## config.mk

```make
export PLATFORM = sky130hd
export DESIGN_NAME = dps_slave
export DESIGN_NICKNAME = d
export VERILOG_FILES = /design/src/common/dps_pkg.sv /design/src/rtl/dps_slave.sv
export SDC_FILE = /design/constraint.sdc
export NUM_CORES = 1
export LEC_CHECK = 0
export ABC_AREA = 1
export BUFFER_PORTS_ARGS = -buffer_cell sky130_fd_sc_hd__buf_2
export CAP_MARGIN = 10
export CORE_ASPECT_RATIO = 1.5
export CORE_MARGIN = 4
export CORE_UTILIZATION = 55
export CTS_CLUSTER_DIAMETER = 120
export DETAILED_ROUTE_END_ITERATION = 8
export PLACE_DENSITY = 0.73
export RECOVER_POWER = 50
export SLEW_MARGIN = 20
export SYNTH_ARGS = -nofsm -noshare
export SYNTH_HDL_FRONTEND = slang
export SYNTH_SLANG_ARGS = --single-unit
```

## constraint.sdc

```tcl
create_clock -name mclk -period 3.31 [get_ports mclk]
set_clock_uncertainty 0.2 [all_clocks]
set_input_delay 0.331 -clock mclk [delete_from_list [all_inputs] [get_ports mclk]]
set_output_delay 0.331 -clock mclk [all_outputs]
set_load 0.01 [all_outputs]
```

## src/common/dps_pkg.sv

```systemverilog
// Shared constants for the dual potentiometer serial slave
package dps_pkg;
    localparam int          CLK_HZ          = 25_000_000;
    localparam logic [3:0]  ADDR_UPPER      = 4'h5;        // Arbitrary fixed upper address bits
    localparam logic [7:0]  WIPER_POWERUP   = 8'h80;
    localparam int          NV_WRITE_MS     = 20;          // Longest non-volatile write time
    localparam int          NV_WRITE_CYCLES = NV_WRITE_MS * (CLK_HZ / 1000);
    localparam logic [3:0]  BIT_ACK         = 4'h8;
    localparam logic [7:0]  REG_WIPER0      = 8'h00;
    localparam logic [7:0]  REG_WIPER1      = 8'h01;
    typedef enum logic [2:0] {DPS_IDLE, DPS_ADDR, DPS_RX, DPS_TX, DPS_TXACK} dps_state_t;
endpackage

```

## src/rtl/dps_slave.sv

```systemverilog
// Two-wire slave front end with address match, wiper registers and write timer
module dps_slave
    import dps_pkg::*;
#(
    parameter int NV_CYCLES = dps_pkg::NV_WRITE_CYCLES
) (
    input  wire logic       mclk,
    input  wire logic       rstn,
    input  wire logic       scl_in,
    input  wire logic       sda_in,
    output logic            sda_out,
    output logic            sda_oe,
    input  wire logic [2:0] address_select_pin,
    input  wire logic [7:0] initial_value_store0,
    input  wire logic [7:0] initial_value_store1,
    input  wire logic       store_ready,
    output logic [7:0]      wiper_position_reg0,
    output logic [7:0]      wiper_position_reg1,
    output logic [7:0]      wiper_tap0,
    output logic [7:0]      wiper_tap1,
    output logic            nv_write_busy,
    output logic [2:0]      strap_latched
);
    import dps_pkg::*;

    logic [2:0] scl_s;
    logic [2:0] sda_s;
    logic       scl;
    logic       sda;
    logic       scl_q;
    logic       sda_q;
    dps_state_t state;
    logic [3:0] bitcnt;
    logic [7:0] shreg;
    logic [7:0] txreg;
    logic       rd_mode;
    logic       drive_low;
    logic [1:0] byte_idx;
    logic [7:0] reg_ptr;
    logic       wrote;
    logic       loaded;
    logic [31:0] nv_cnt;
    logic [2:0] strap_s1;
    logic [2:0] strap_s2;
    logic [2:0] strap_s3;
    logic [2:0] strap_sync;

    // Third stage compared with second filters a single-sample glitch
    wire scl_agree = (scl_s[2] == scl_s[1]);
    wire sda_agree = (sda_s[2] == sda_s[1]);
    wire scl_rise  = scl & ~scl_q;
    wire scl_fall  = ~scl & scl_q;
    wire start_ev  = scl & scl_q & sda_q & ~sda;
    wire stop_ev   = scl & scl_q & ~sda_q & sda;
    wire [7:0] rx_byte  = {shreg[6:0], sda};
    wire [6:0] my_addr  = {ADDR_UPPER, strap_sync};
    wire addr_hit  = (rx_byte[7:1] == my_addr);
    wire [7:0] rd_value = (reg_ptr == REG_WIPER1) ? wiper_position_reg1 : wiper_position_reg0;

    // Tap index equals wiper code: 255 nearest high terminal, 0 nearest low
    assign wiper_tap0    = wiper_position_reg0;
    assign wiper_tap1    = wiper_position_reg1;
    assign sda_out       = 1'b0;
    assign sda_oe        = drive_low;
    assign nv_write_busy = (nv_cnt != 32'h0000_0000);

    always_ff @(posedge mclk) begin
        if (!rstn) begin
            scl_s <= 3'h7;
            sda_s <= 3'h7;
            scl   <= 1'b1;
            sda   <= 1'b1;
            scl_q <= 1'b1;
            sda_q <= 1'b1;
        end else begin
            scl_s <= {scl_s[1:0], scl_in};
            sda_s <= {sda_s[1:0], sda_in};
            if (scl_agree)
                scl <= scl_s[2];
            if (sda_agree)
                sda <= sda_s[2];
            scl_q <= scl;
            sda_q <= sda;
        end
    end

    // Straps are pins as well: same three-stage agree filter as the bus lines
    always_ff @(posedge mclk) begin
        if (!rstn) begin
            strap_s1   <= 3'h0;
            strap_s2   <= 3'h0;
            strap_s3   <= 3'h0;
            strap_sync <= 3'h0;
        end else begin
            strap_s1 <= address_select_pin;
            strap_s2 <= strap_s1;
            strap_s3 <= strap_s2;
            if (strap_s2 == strap_s3)
                strap_sync <= strap_s3;
        end
    end

    always_ff @(posedge mclk) begin
        if (!rstn) begin
            wiper_position_reg0 <= WIPER_POWERUP;
            wiper_position_reg1 <= WIPER_POWERUP;
            loaded              <= 1'b0;
            nv_cnt              <= 32'h0000_0000;
        end else begin
            if (!loaded && store_ready) begin
                wiper_position_reg0 <= initial_value_store0;
                wiper_position_reg1 <= initial_value_store1;
                loaded              <= 1'b1;
            end else if (state == DPS_RX && scl_rise && bitcnt == 4'h7 && byte_idx == 2'h2) begin
                if (reg_ptr == REG_WIPER0)
                    wiper_position_reg0 <= rx_byte;
                else if (reg_ptr == REG_WIPER1)
                    wiper_position_reg1 <= rx_byte;
            end
            if (stop_ev && wrote)
                nv_cnt <= 32'(NV_CYCLES);
            else if (nv_cnt != 32'h0000_0000)
                nv_cnt <= nv_cnt - 32'h0000_0001;
        end
    end

    always_ff @(posedge mclk) begin
        if (!rstn) begin
            state         <= DPS_IDLE;
            bitcnt        <= 4'h0;
            shreg         <= 8'h00;
            txreg         <= 8'h00;
            rd_mode       <= 1'b0;
            drive_low     <= 1'b0;
            byte_idx      <= 2'h0;
            reg_ptr       <= REG_WIPER0;
            wrote         <= 1'b0;
            strap_latched <= 3'h0;
        end else if (start_ev || !loaded) begin
            state     <= loaded ? DPS_ADDR : DPS_IDLE;
            bitcnt    <= 4'h0;
            drive_low <= 1'b0;
            byte_idx  <= 2'h0;
        end else if (stop_ev) begin
            state     <= DPS_IDLE;
            drive_low <= 1'b0;
            wrote     <= 1'b0;
        end else begin
            case (state)
                DPS_IDLE: begin
                    drive_low <= 1'b0;
                end
                DPS_ADDR, DPS_RX: begin
                    if (scl_rise && bitcnt < BIT_ACK) begin
                        shreg  <= rx_byte;
                        bitcnt <= bitcnt + 4'h1;
                        if (bitcnt == 4'h7 && state == DPS_ADDR) begin
                            strap_latched <= strap_sync;
                            rd_mode       <= rx_byte[0];
                            if (!addr_hit)
                                state <= DPS_IDLE;
                        end else if (bitcnt == 4'h7) begin
                            if (byte_idx == 2'h1)
                                reg_ptr <= rx_byte;
                            else
                                wrote <= 1'b1;
                        end
                    end else if (scl_fall && bitcnt == BIT_ACK && !drive_low) begin
                        drive_low <= 1'b1;
                    end else if (scl_fall && bitcnt == BIT_ACK) begin
                        drive_low <= 1'b0;
                        bitcnt    <= 4'h0;
                        if (byte_idx != 2'h2)
                            byte_idx <= byte_idx + 2'h1;
                        if (state == DPS_ADDR && rd_mode) begin
                            state     <= DPS_TX;
                            txreg     <= rd_value;
                            drive_low <= ~rd_value[7];
                        end else begin
                            state <= DPS_RX;
                        end
                    end
                end
                DPS_TX: begin
                    if (scl_fall) begin
                        if (bitcnt == 4'h7) begin
                            drive_low <= 1'b0;
                            state     <= DPS_TXACK;
                        end else begin
                            txreg     <= {txreg[6:0], 1'b0};
                            drive_low <= ~txreg[6];
                        end
                        bitcnt <= bitcnt + 4'h1;
                    end
                end
                DPS_TXACK: begin
                    // Master ack continues the read, nack returns to DPS_IDLE at once
                    if (scl_rise) begin
                        if (sda)
                            state <= DPS_IDLE;
                        else
                            reg_ptr <= reg_ptr + 8'h01;
                    end else if (scl_fall) begin
                        state     <= DPS_TX;
                        bitcnt    <= 4'h0;
                        txreg     <= rd_value;
                        drive_low <= ~rd_value[7];
                    end
                end
                default: state <= DPS_IDLE;
            endcase
        end
    end
endmodule
```

Yosys cells after proc, flatten, opt, wreduce, memory -nomap -nowiden
Index checks and enable logic that the tools add are counted.
Word-level totals
  flip-flop bits (word level): 108
  input port bits: 24
Cells by class
  add/subtract/negate cells: 4
  magnitude comparators: 1
  eq/ne operators: 43
  muxes and demuxes: 63
  bitwise operators: 18
  reduce and logical (&&, ||, !) cells: 41
Operator list (count)
  $mux W8: 14
  $mux W7: 8
  $mux W19: 2
  $mux W3: 12
  $ne A2 B2 Y1 const B: 18
  $reduce_bool A32 Y1: 1
  $sub A32 B1 Y32 const B: 1
  $ne A5 B5 Y1 const B: 6
  $mux W4: 6
  $pmux W7 S3: 1
  $reduce_and A6 Y1: 3
  $reduce_and A9 Y1: 2
  $mux W1: 16
  $pmux W8 S2: 1
  $reduce_bool A2 Y1: 8
  $ne A3 B3 Y1 const B: 4
  $pmux W3 S4: 1
  $pmux W4 S3: 1
  $not A1 Y1: 11
  $reduce_and A11 Y1: 1
  $logic_and A1 B1 Y1: 10
  $add A8 B1 Y8 const B: 1
  $eq A8 B1 Y1 const B: 1
  $logic_not A8 Y1: 1
  other kinds (28): 40

Longest topological paths before layout
Gate-level depths: netlist of run 1.
  word-level depth: 9
  gate-level depth with buffers: 13
  mapped depth without buffers: 13

Worst setup path before layout of run 1
OpenSTA, ideal clock, no wires.
  path kind: register -> register
  start: register bitcnt[0]
  end: register reg_ptr[7]
  arrival time: 1517 ps
  required time: 2978 ps
  path slack: 1460 ps
  stages on the path, launching flop included: 11
  path through: dfxtp_1 ha_1 nand2_1 nor2_1 nand2_1 nand2_1 nand2_1 nor3_4 nand2_2 nand2_1 a21oi_1
On the way
  longest elaborated chain between the ends: 4
  elaborated cells between the ends (all ways): 8
  classes of those cells: 1 x order compare; 4 x eq/ne; 3 x reduce/logical
RTL lines
  start, declared: RTL line dps_slave.sv:33  | logic [3:0] bitcnt;
  start signal, assigned: RTL line dps_slave.sv:156  | bitcnt <= bitcnt + 4'h1;
  start signal, assigned: RTL line dps_slave.sv:193  | bitcnt <= bitcnt + 4'h1;
  $lt A4 B4 Y1 / $eq A4 B3 Y1 (equally long branches): RTL line dps_slave.sv:154, dps_slave.sv:157, dps_slave.sv:162
  $logic_and A1 B1 Y1, on equally long branches: RTL line dps_slave.sv:154, dps_slave.sv:157
  $ne A2 B2 Y1 (no line)
  $reduce_and A9 Y1 (no line) *
  end signal, assigned: RTL line dps_slave.sv:164  | reg_ptr <= rx_byte;
  end signal, assigned: RTL line dps_slave.sv:202  | reg_ptr <= reg_ptr + 8'h01;
  end, declared: RTL line dps_slave.sv:39  | logic [7:0] reg_ptr;
Mark *: on every way between the ends. The rest lies on a longest branch, timed or not.
A chain may end at the register's enable or synchronous reset.

Worst setup path in the final report of run 1
  start: register scl
  end: register strap_latched[2]
On the way
  longest elaborated chain between the ends: 6
  elaborated cells between the ends (all ways): 11
  classes of those cells: 8 x bitwise; 3 x reduce/logical
RTL lines
  start, declared: RTL line dps_slave.sv:28  | logic scl;
  start signal, assigned: RTL line dps_slave.sv:79  | scl <= scl_s[2];
  $and A1 B1 Y1: RTL line dps_slave.sv:53, dps_slave.sv:54
  $and A1 B1 Y1 (2 in a row): RTL line dps_slave.sv:53  | wire start_ev = scl & scl_q & sda_q & ~sda;
  $logic_or A1 B1 Y1: RTL line dps_slave.sv:139  | end else if (start_ev || !loaded) begin
  $not A1 Y1 (no line)
  $reduce_and A5 Y1 (no line) *
  end signal, assigned: RTL line dps_slave.sv:158  | strap_latched <= strap_sync;
  end, declared: RTL line dps_slave.sv:22  | output logic [2:0] strap_latched
Marked as above.

==> results of run 1 <==
power breakdown:
group          internal, uW  switching, uW
clock                   560            494
sequential             1510            192
combinational           819           1530
total                  2890           2220
final cells by class:
class                      count  share of cell area, %
tap                          141                   2.77
multi-input combinational    618                   47.8
sequential                   108                   33.9
clock buffer                  11                   3.97
inverter                      95                   5.64
clock inverter                 5                  0.668
timing repair buffer          70                   5.26
layout by cell type, fill, tap and decap left out, types with 12 or more instances in the layout:
master,instances
nand4_1,14
ha_1,12
xnor2_1,13
nor2_1,151
xor2_1,15
nand3_1,49
inv_2,13
dfxtp_1,108
clkbuf_1,38
nand2_1,193
a21oi_1,58
o21ai_0,31
buf_2,24
inv_1,81
nor3_1,16
layer usage:
metal	global-route usage, %	up-vias
met5	0	-
met3	4.41	64
met1	25.7	2516
li1	-	2815
met2	51.0	209
met4	16.3	0
timing repair:
item,in CTS,in global routing
endpoints found under the hold margin,5,0
buffers inserted,0,0
hold buffers,5,0
worst reg2reg max path: stages (launching register included):
cell and delay (ns):
dfxtp_1 0.40, ha_1 0.28, nand2_1 0.26, inv_2 0.18, nand2_2 0.10, nor2_2 0.43
inv_2 0.11, nor2_4 0.18, o21ai_0 0.10, a21oi_1 0.20
worst max path at each step:
| stage | end | slack, ns | cells past startpoint |
|---|---|---|---|
| after CTS | strap_latched[2]$_SDFFE_PN0P_ | 0.86 | 9 |
| after floorplan | reg_ptr[7]$_SDFFE_PN0P_ | 1.46 | 10 |
| final | strap_latched[2]$_SDFFE_PN0P_ | 0.80 | 9 |
| after global placement | strap_latched[2]$_SDFFE_PN0P_ | 0.91 | 9 |
| after detailed placement | strap_latched[2]$_SDFFE_PN0P_ | 0.91 | 9 |
| after global routing | strap_latched[2]$_SDFFE_PN0P_ | 0.54 | 9 |
flip-flops by register name (all words and copies together), names as in the netlist, 2 cells and up:
signal,flops
nv_cnt,32
scl_s,3
strap_sync,3
shreg,7
sda_s,3
state,3
byte_idx,2
reg_ptr,8
wiper_position_reg1,8
wiper_position_reg0,8
bitcnt,4
txreg,7
strap_latched,3
strap_s1,3
strap_s3,3
strap_s2,3
cells in the mapped netlist:
cell type	instances
nor3_4	2
a31oi_1	6
nand2_4	1
a31o_2	1
nor3_2	1
inv_2	14
nor4_1	1
o21ai_0	31
a21oi_2	1
nor2_1	149
nand4_1	14
o31ai_1	1
nor2_2	7
buf_4	18
nand3_2	3
a211oi_1	5
nand2_2	7
nand3_1	47
nor4_2	1
inv_1	80
nor3b_1	1
a22oi_1	4
nand3b_1	3
clkbuf_1	11
nor3_1	16
buf_2	7
o211ai_1	1
a21oi_1	58
o21ai_1	7
and2_1	2
nand3_4	2
conb_1	1
dfxtp_1	108
or2_2	9
xnor2_1	13
nand2_1	192
o21ai_2	1
inv_4	1
ha_1	12
nor2_4	3
xor2_1	15
cell families (layout without fill, tap and decap cells):
group	after synthesis	count (layout)	synth area share, %
compound gates	116	116	10.8
simple gates	461	461	35.2
fa+ha+maj	12	12	2.59
xor+xnor	28	28	4.23
other cells	1	1	0.0647
buf+inv	131	181	9.84
flops	108	108	37.3
per-stage QoR:
step	power (uW)	std cells	util (%)	area [sq um]	setup WS, ns
final	5110	1048	62.5	6370	0.802
after global routing	5480	1048	62.5	6370	0.541
after detailed placement	4050	1027	59.9	6100	0.911
after CTS	5110	1048	63.3	6450	0.857
after global placement	4010	1027	59.9	6100	0.907
after floorplan	3470	857	-	5800	1.46
==> metrics.txt, run 1 <==
clk_lat worst skew=0.35 ns; cts repair resizes=0; Sequential Area=2160 sq um; reg2reg end=strap_latched[2]$_SDFFE_PN0P_; hold path endpoint=loaded$_SDFFE_PN0P_; Hold Path Stages=3; beginning of the worst hold path=store_ready; hpwl dp=12.5 mm; number of diodes=0; Critical Path Most Common Cell=inv_2; vias per inst=5.35; clock sink total=108; Critical Path Slowest Stage Cell=nor2_2; outcome=complete, no violations; router iterations before antenna repair=5; Top delay family on crit path=simple AND/OR/NAND/NOR gates; HP Class=in -> reg; initial antenna violation count=0; crit-path max FO=14; largest net degree at the start of global routing=37; max frequency=0.399 GHz; period utilisation layout=75.8%; mapped cell area=5800 sq um; wire length on met3=687 um; die height=134 um; CTS tree=yes; worst reg2reg setup slack=0.80 ns; drt wl/cell=15.2 um; max-cap violation count=0; Synth Area per Inst=6.77 sq um; relative slew slack=0.436%; Hold Slack=0.0280 ns; biggest area consumer among synthesized cells=dfxtp_1; Seq/Total Area, Yosys=37.3%; gr usage total=26.5%; DRC viols=0; via count=5604; port bufs=60; Met1 Wirelength=5.69 mm; vias in the first global route=5540; net count after synthesis=893; Crit path largest cell delay=0.43 ns; FILL cells=988; startpoint types=flop; Syn. warnings=0; clock-pin slew on the worst setup and hold paths=0.07 ns; Tmin final=2.51 ns; global route overflow=0; WP buf/inv=2; FF-to-FF path depth=9; Core Area=10200 sq um; total detailed-routing wirelength=15.9 mm; CP Launch Point=scl$_SDFFE_PN1N_; critical path endpoint category=flop; critical path class=reg -> reg; Post-Syn Instances=857; Syn-to-layout area delta=9.86%; RSZ-0062 raised after global routing=false; max layer used=met4; Slew Limit Fails=0; layout cells sized above 1=9.92%; CP Cell Sequence=ha_1 -> nand2_1 -> inv_2 -> nand2_2 -> nor2_2 -> inv_2 -> nor2_4 -> o21ai_0 -> a21oi_1; synth unique cells=41; final hold vios=0; initial core utilization=56.9%; worst-case clock buffer depth=2; Synth top area share=37.3%; FF+latch count, synth=108; first-pass GRT wire length=25.8 mm; Root Driver=clkbuf_16; Die Span X=91.8 um; reg-to-reg critical path startpoint=scl$_SDFFE_PN1N_; DRT iter0 DRCs=293; leading post-synthesis cells by cell area=dfxtp_1, nand2_1, nor2_1, inv_1, a21oi_1; # H-tree levels=3; multi-input logic area=3040 sq um; PwrDens=803 nW/um^2; row count=45; worst vdd ir=0.302 mV; IO Count=62; Final setup viols=0; setup tns final=0 ns; WP data arrival=2.58 ns; Leak Pwr=0.00280 uW; Nets=938; metal2 WL=8.51 mm; post-route ant nets=0; Worst-Margin Slew=1.49 ns; GPL Wtd Cong=0.999; Critical Path RT=3.38 ns; Die ar.=12300 sq um; total CTS buffers=9
Note: power is estimated with default switching activity, not from simulation.
==> run 2: changes to the inputs <==
--- a/config.mk
+++ b/config.mk
@@ -10,10 +10,10 @@
 export CAP_MARGIN = 10
 export CORE_ASPECT_RATIO = 1.5
 export CORE_MARGIN = 4
-export CORE_UTILIZATION = 55
+export CORE_UTILIZATION = 53
 export CTS_CLUSTER_DIAMETER = 120
 export DETAILED_ROUTE_END_ITERATION = 8
-export PLACE_DENSITY = 0.73
+export PLACE_DENSITY = 0.74
 export RECOVER_POWER = 50
 export SLEW_MARGIN = 20
 export SYNTH_ARGS = -nofsm -noshare
==> constraint.sdc (replaced) <==
create_clock -name mclk -period 2.2 [get_ports mclk]
set_clock_uncertainty 0.2 [all_clocks]
set_input_delay 0.22 -clock mclk [delete_from_list [all_inputs] [get_ports mclk]]
set_output_delay 0.22 -clock mclk [all_outputs]
set_load 0.01 [all_outputs]
==> metrics.txt, run 2 (synthesis gave the netlist of run 1 again) <==
max-cap violation count=0; period utilisation layout=94.1%; Worst-Margin Slew=0.489 ns; worst-case clock buffer depth=2; via count=5650; gr usage total=25.1%; total CTS buffers=9; Syn-to-layout area delta=15.2%; Final setup viols=0; number of diodes=0; startpoint types=flop; Tmin final=2.07 ns; placed cell area=6280 sq um; router iterations before antenna repair=4; Design Area, Final=6680 sq um; hpwl dp=11.8 mm; setup tns final=0 ns; final worst slack=0.131 ns; vias per inst=5.23; Core Area=10600 sq um; Biggest register=nv_cnt; Root Driver=clkbuf_16; final core occ=62.7%; HP Class=in -> reg; IO Count=62; drt wl/cell=14.1 um; layout cells sized above 1=13.7%; DRC viols=0; WP data arrival=1.65 ns; crit-path max FO=6; die height=136 um; DRT iter0 DRCs=187; commonest non-fill, non-tap cell in the layout=nand2_1; critical path endpoint category=primary output; Nets=968; PwrDens=1160 nW/um^2; Die Span X=93.4 um; clk_lat worst skew=0.36 ns; final hold vios=0; GPL Wtd Cong=1.01; row count=46; Die ar.=12700 sq um; Critical Path RT=1.78 ns; relative slew slack=67.2%; Leak Pwr=0.00299 uW; vias in the first global route=5527; most frequent cells in the layout=nand2_1, nor2_1, dfxtp_1; clock-pin slew on the worst setup and hold paths=0.08 ns; port bufs=60; # H-tree levels=3; global route overflow=0; initial core utilization=54.5%; multi-input logic area=3090 sq um; CTS tree=yes; worst vdd ir=0.568 mV; total detailed-routing wirelength=15.2 mm; Hold Slack=0.00739 ns; max frequency=0.483 GHz; post-route ant nets=0; pre-CTS setup slack=0.160 ns; initial antenna violation count=0; FILL cells=1066; Slew Limit Fails=0; max reg flops=32; critical path class=reg -> out; outcome=complete, no violations; RSZ-0062 raised after global routing=false; Sequential Area=2160 sq um; largest net degree at the start of global routing=37; first-pass GRT wire length=25.2 mm; clock sink total=108
run 2: changes by cell type in the layout (fill, tap and decap cells not counted), moves of 2 or more:
| cell | delta |
|---|---|
| buf_4 | +24 |
| dlygate4sd3_1 | +7 |
| nor2_1 | -5 |
| nor2_2 | +5 |
| inv_1 | -3 |
| inv_2 | +3 |
| inv_8 | +3 |
| nand3_1 | -3 |
| nand3_2 | +3 |
| clkbuf_8 | -2 |
run 2: cell type report:
class,count,share of cell area (%)
repair buffers,100,8.94
flip-flops and latches,108,32.4
multi-input cells,618,46.3
well taps,144,2.70
inverters,95,5.38
clock buffers,9,3.37
clock inverters,7,0.974
run 2: timing repair:
item / in CTS / in global routing
hold buffers: 12 / 0
buffers inserted: 0 / 2
resized for setup: 0 / 10
setup endpoints to repair: 0 / 24
hold endpoints to repair: 12 / 0
run 2: power breakdown:
part	leakage [uW]	internal (uW)	switching, uW
combinational	0.00196	1350	2250
clock	0.000146	800	803
sequential	0.000880	2280	296
run 2: path summary, 6_finish.rpt:
kind,start,endpoint,slack [ns],cells past startpoint
max,nv_cnt[27]$_SDFFE_PP0P_,nv_write_busy,0.13,8
min,initial_value_store1[3],wiper_position_reg1[3]$_SDFFE_PN0P_,0.007,5
max reg2reg,bitcnt[1]$_SDFFE_PP0P_,reg_ptr[3]$_SDFFE_PN0P_,0.16,10
min reg2reg,strap_s1[1]$_SDFF_PN0_,strap_s2[1]$_SDFF_PN0_,0.22,2
run 2: worst max-delay path, stage by stage (launching register included):
cell	delay [ns]
dfxtp_1	0.34
inv_1	0.08
nand2_1	0.07
nor2_1	0.20
nand2_1	0.11
nor2_1	0.10
and2_1	0.17
inv_2	0.08
buf_2	0.14
run 2: per-layer routing:
layer	part of all wire (%)	GRT usage, %
met1	37	25.1
met4	5.6	15.8
met2	53	47.4
met5	0	0
met3	4.1	3.82
run 2: metrics by stage:
stage | power [uW] | cells
2_1_floorplan | 5220 | 857
3_3_place_gp | 6100 | 1051
3_5_place_dp | 6120 | 1051
4_1_cts | 7750 | 1079
5_1_grt | 8400 | 1081
6_report | 7780 | 1081
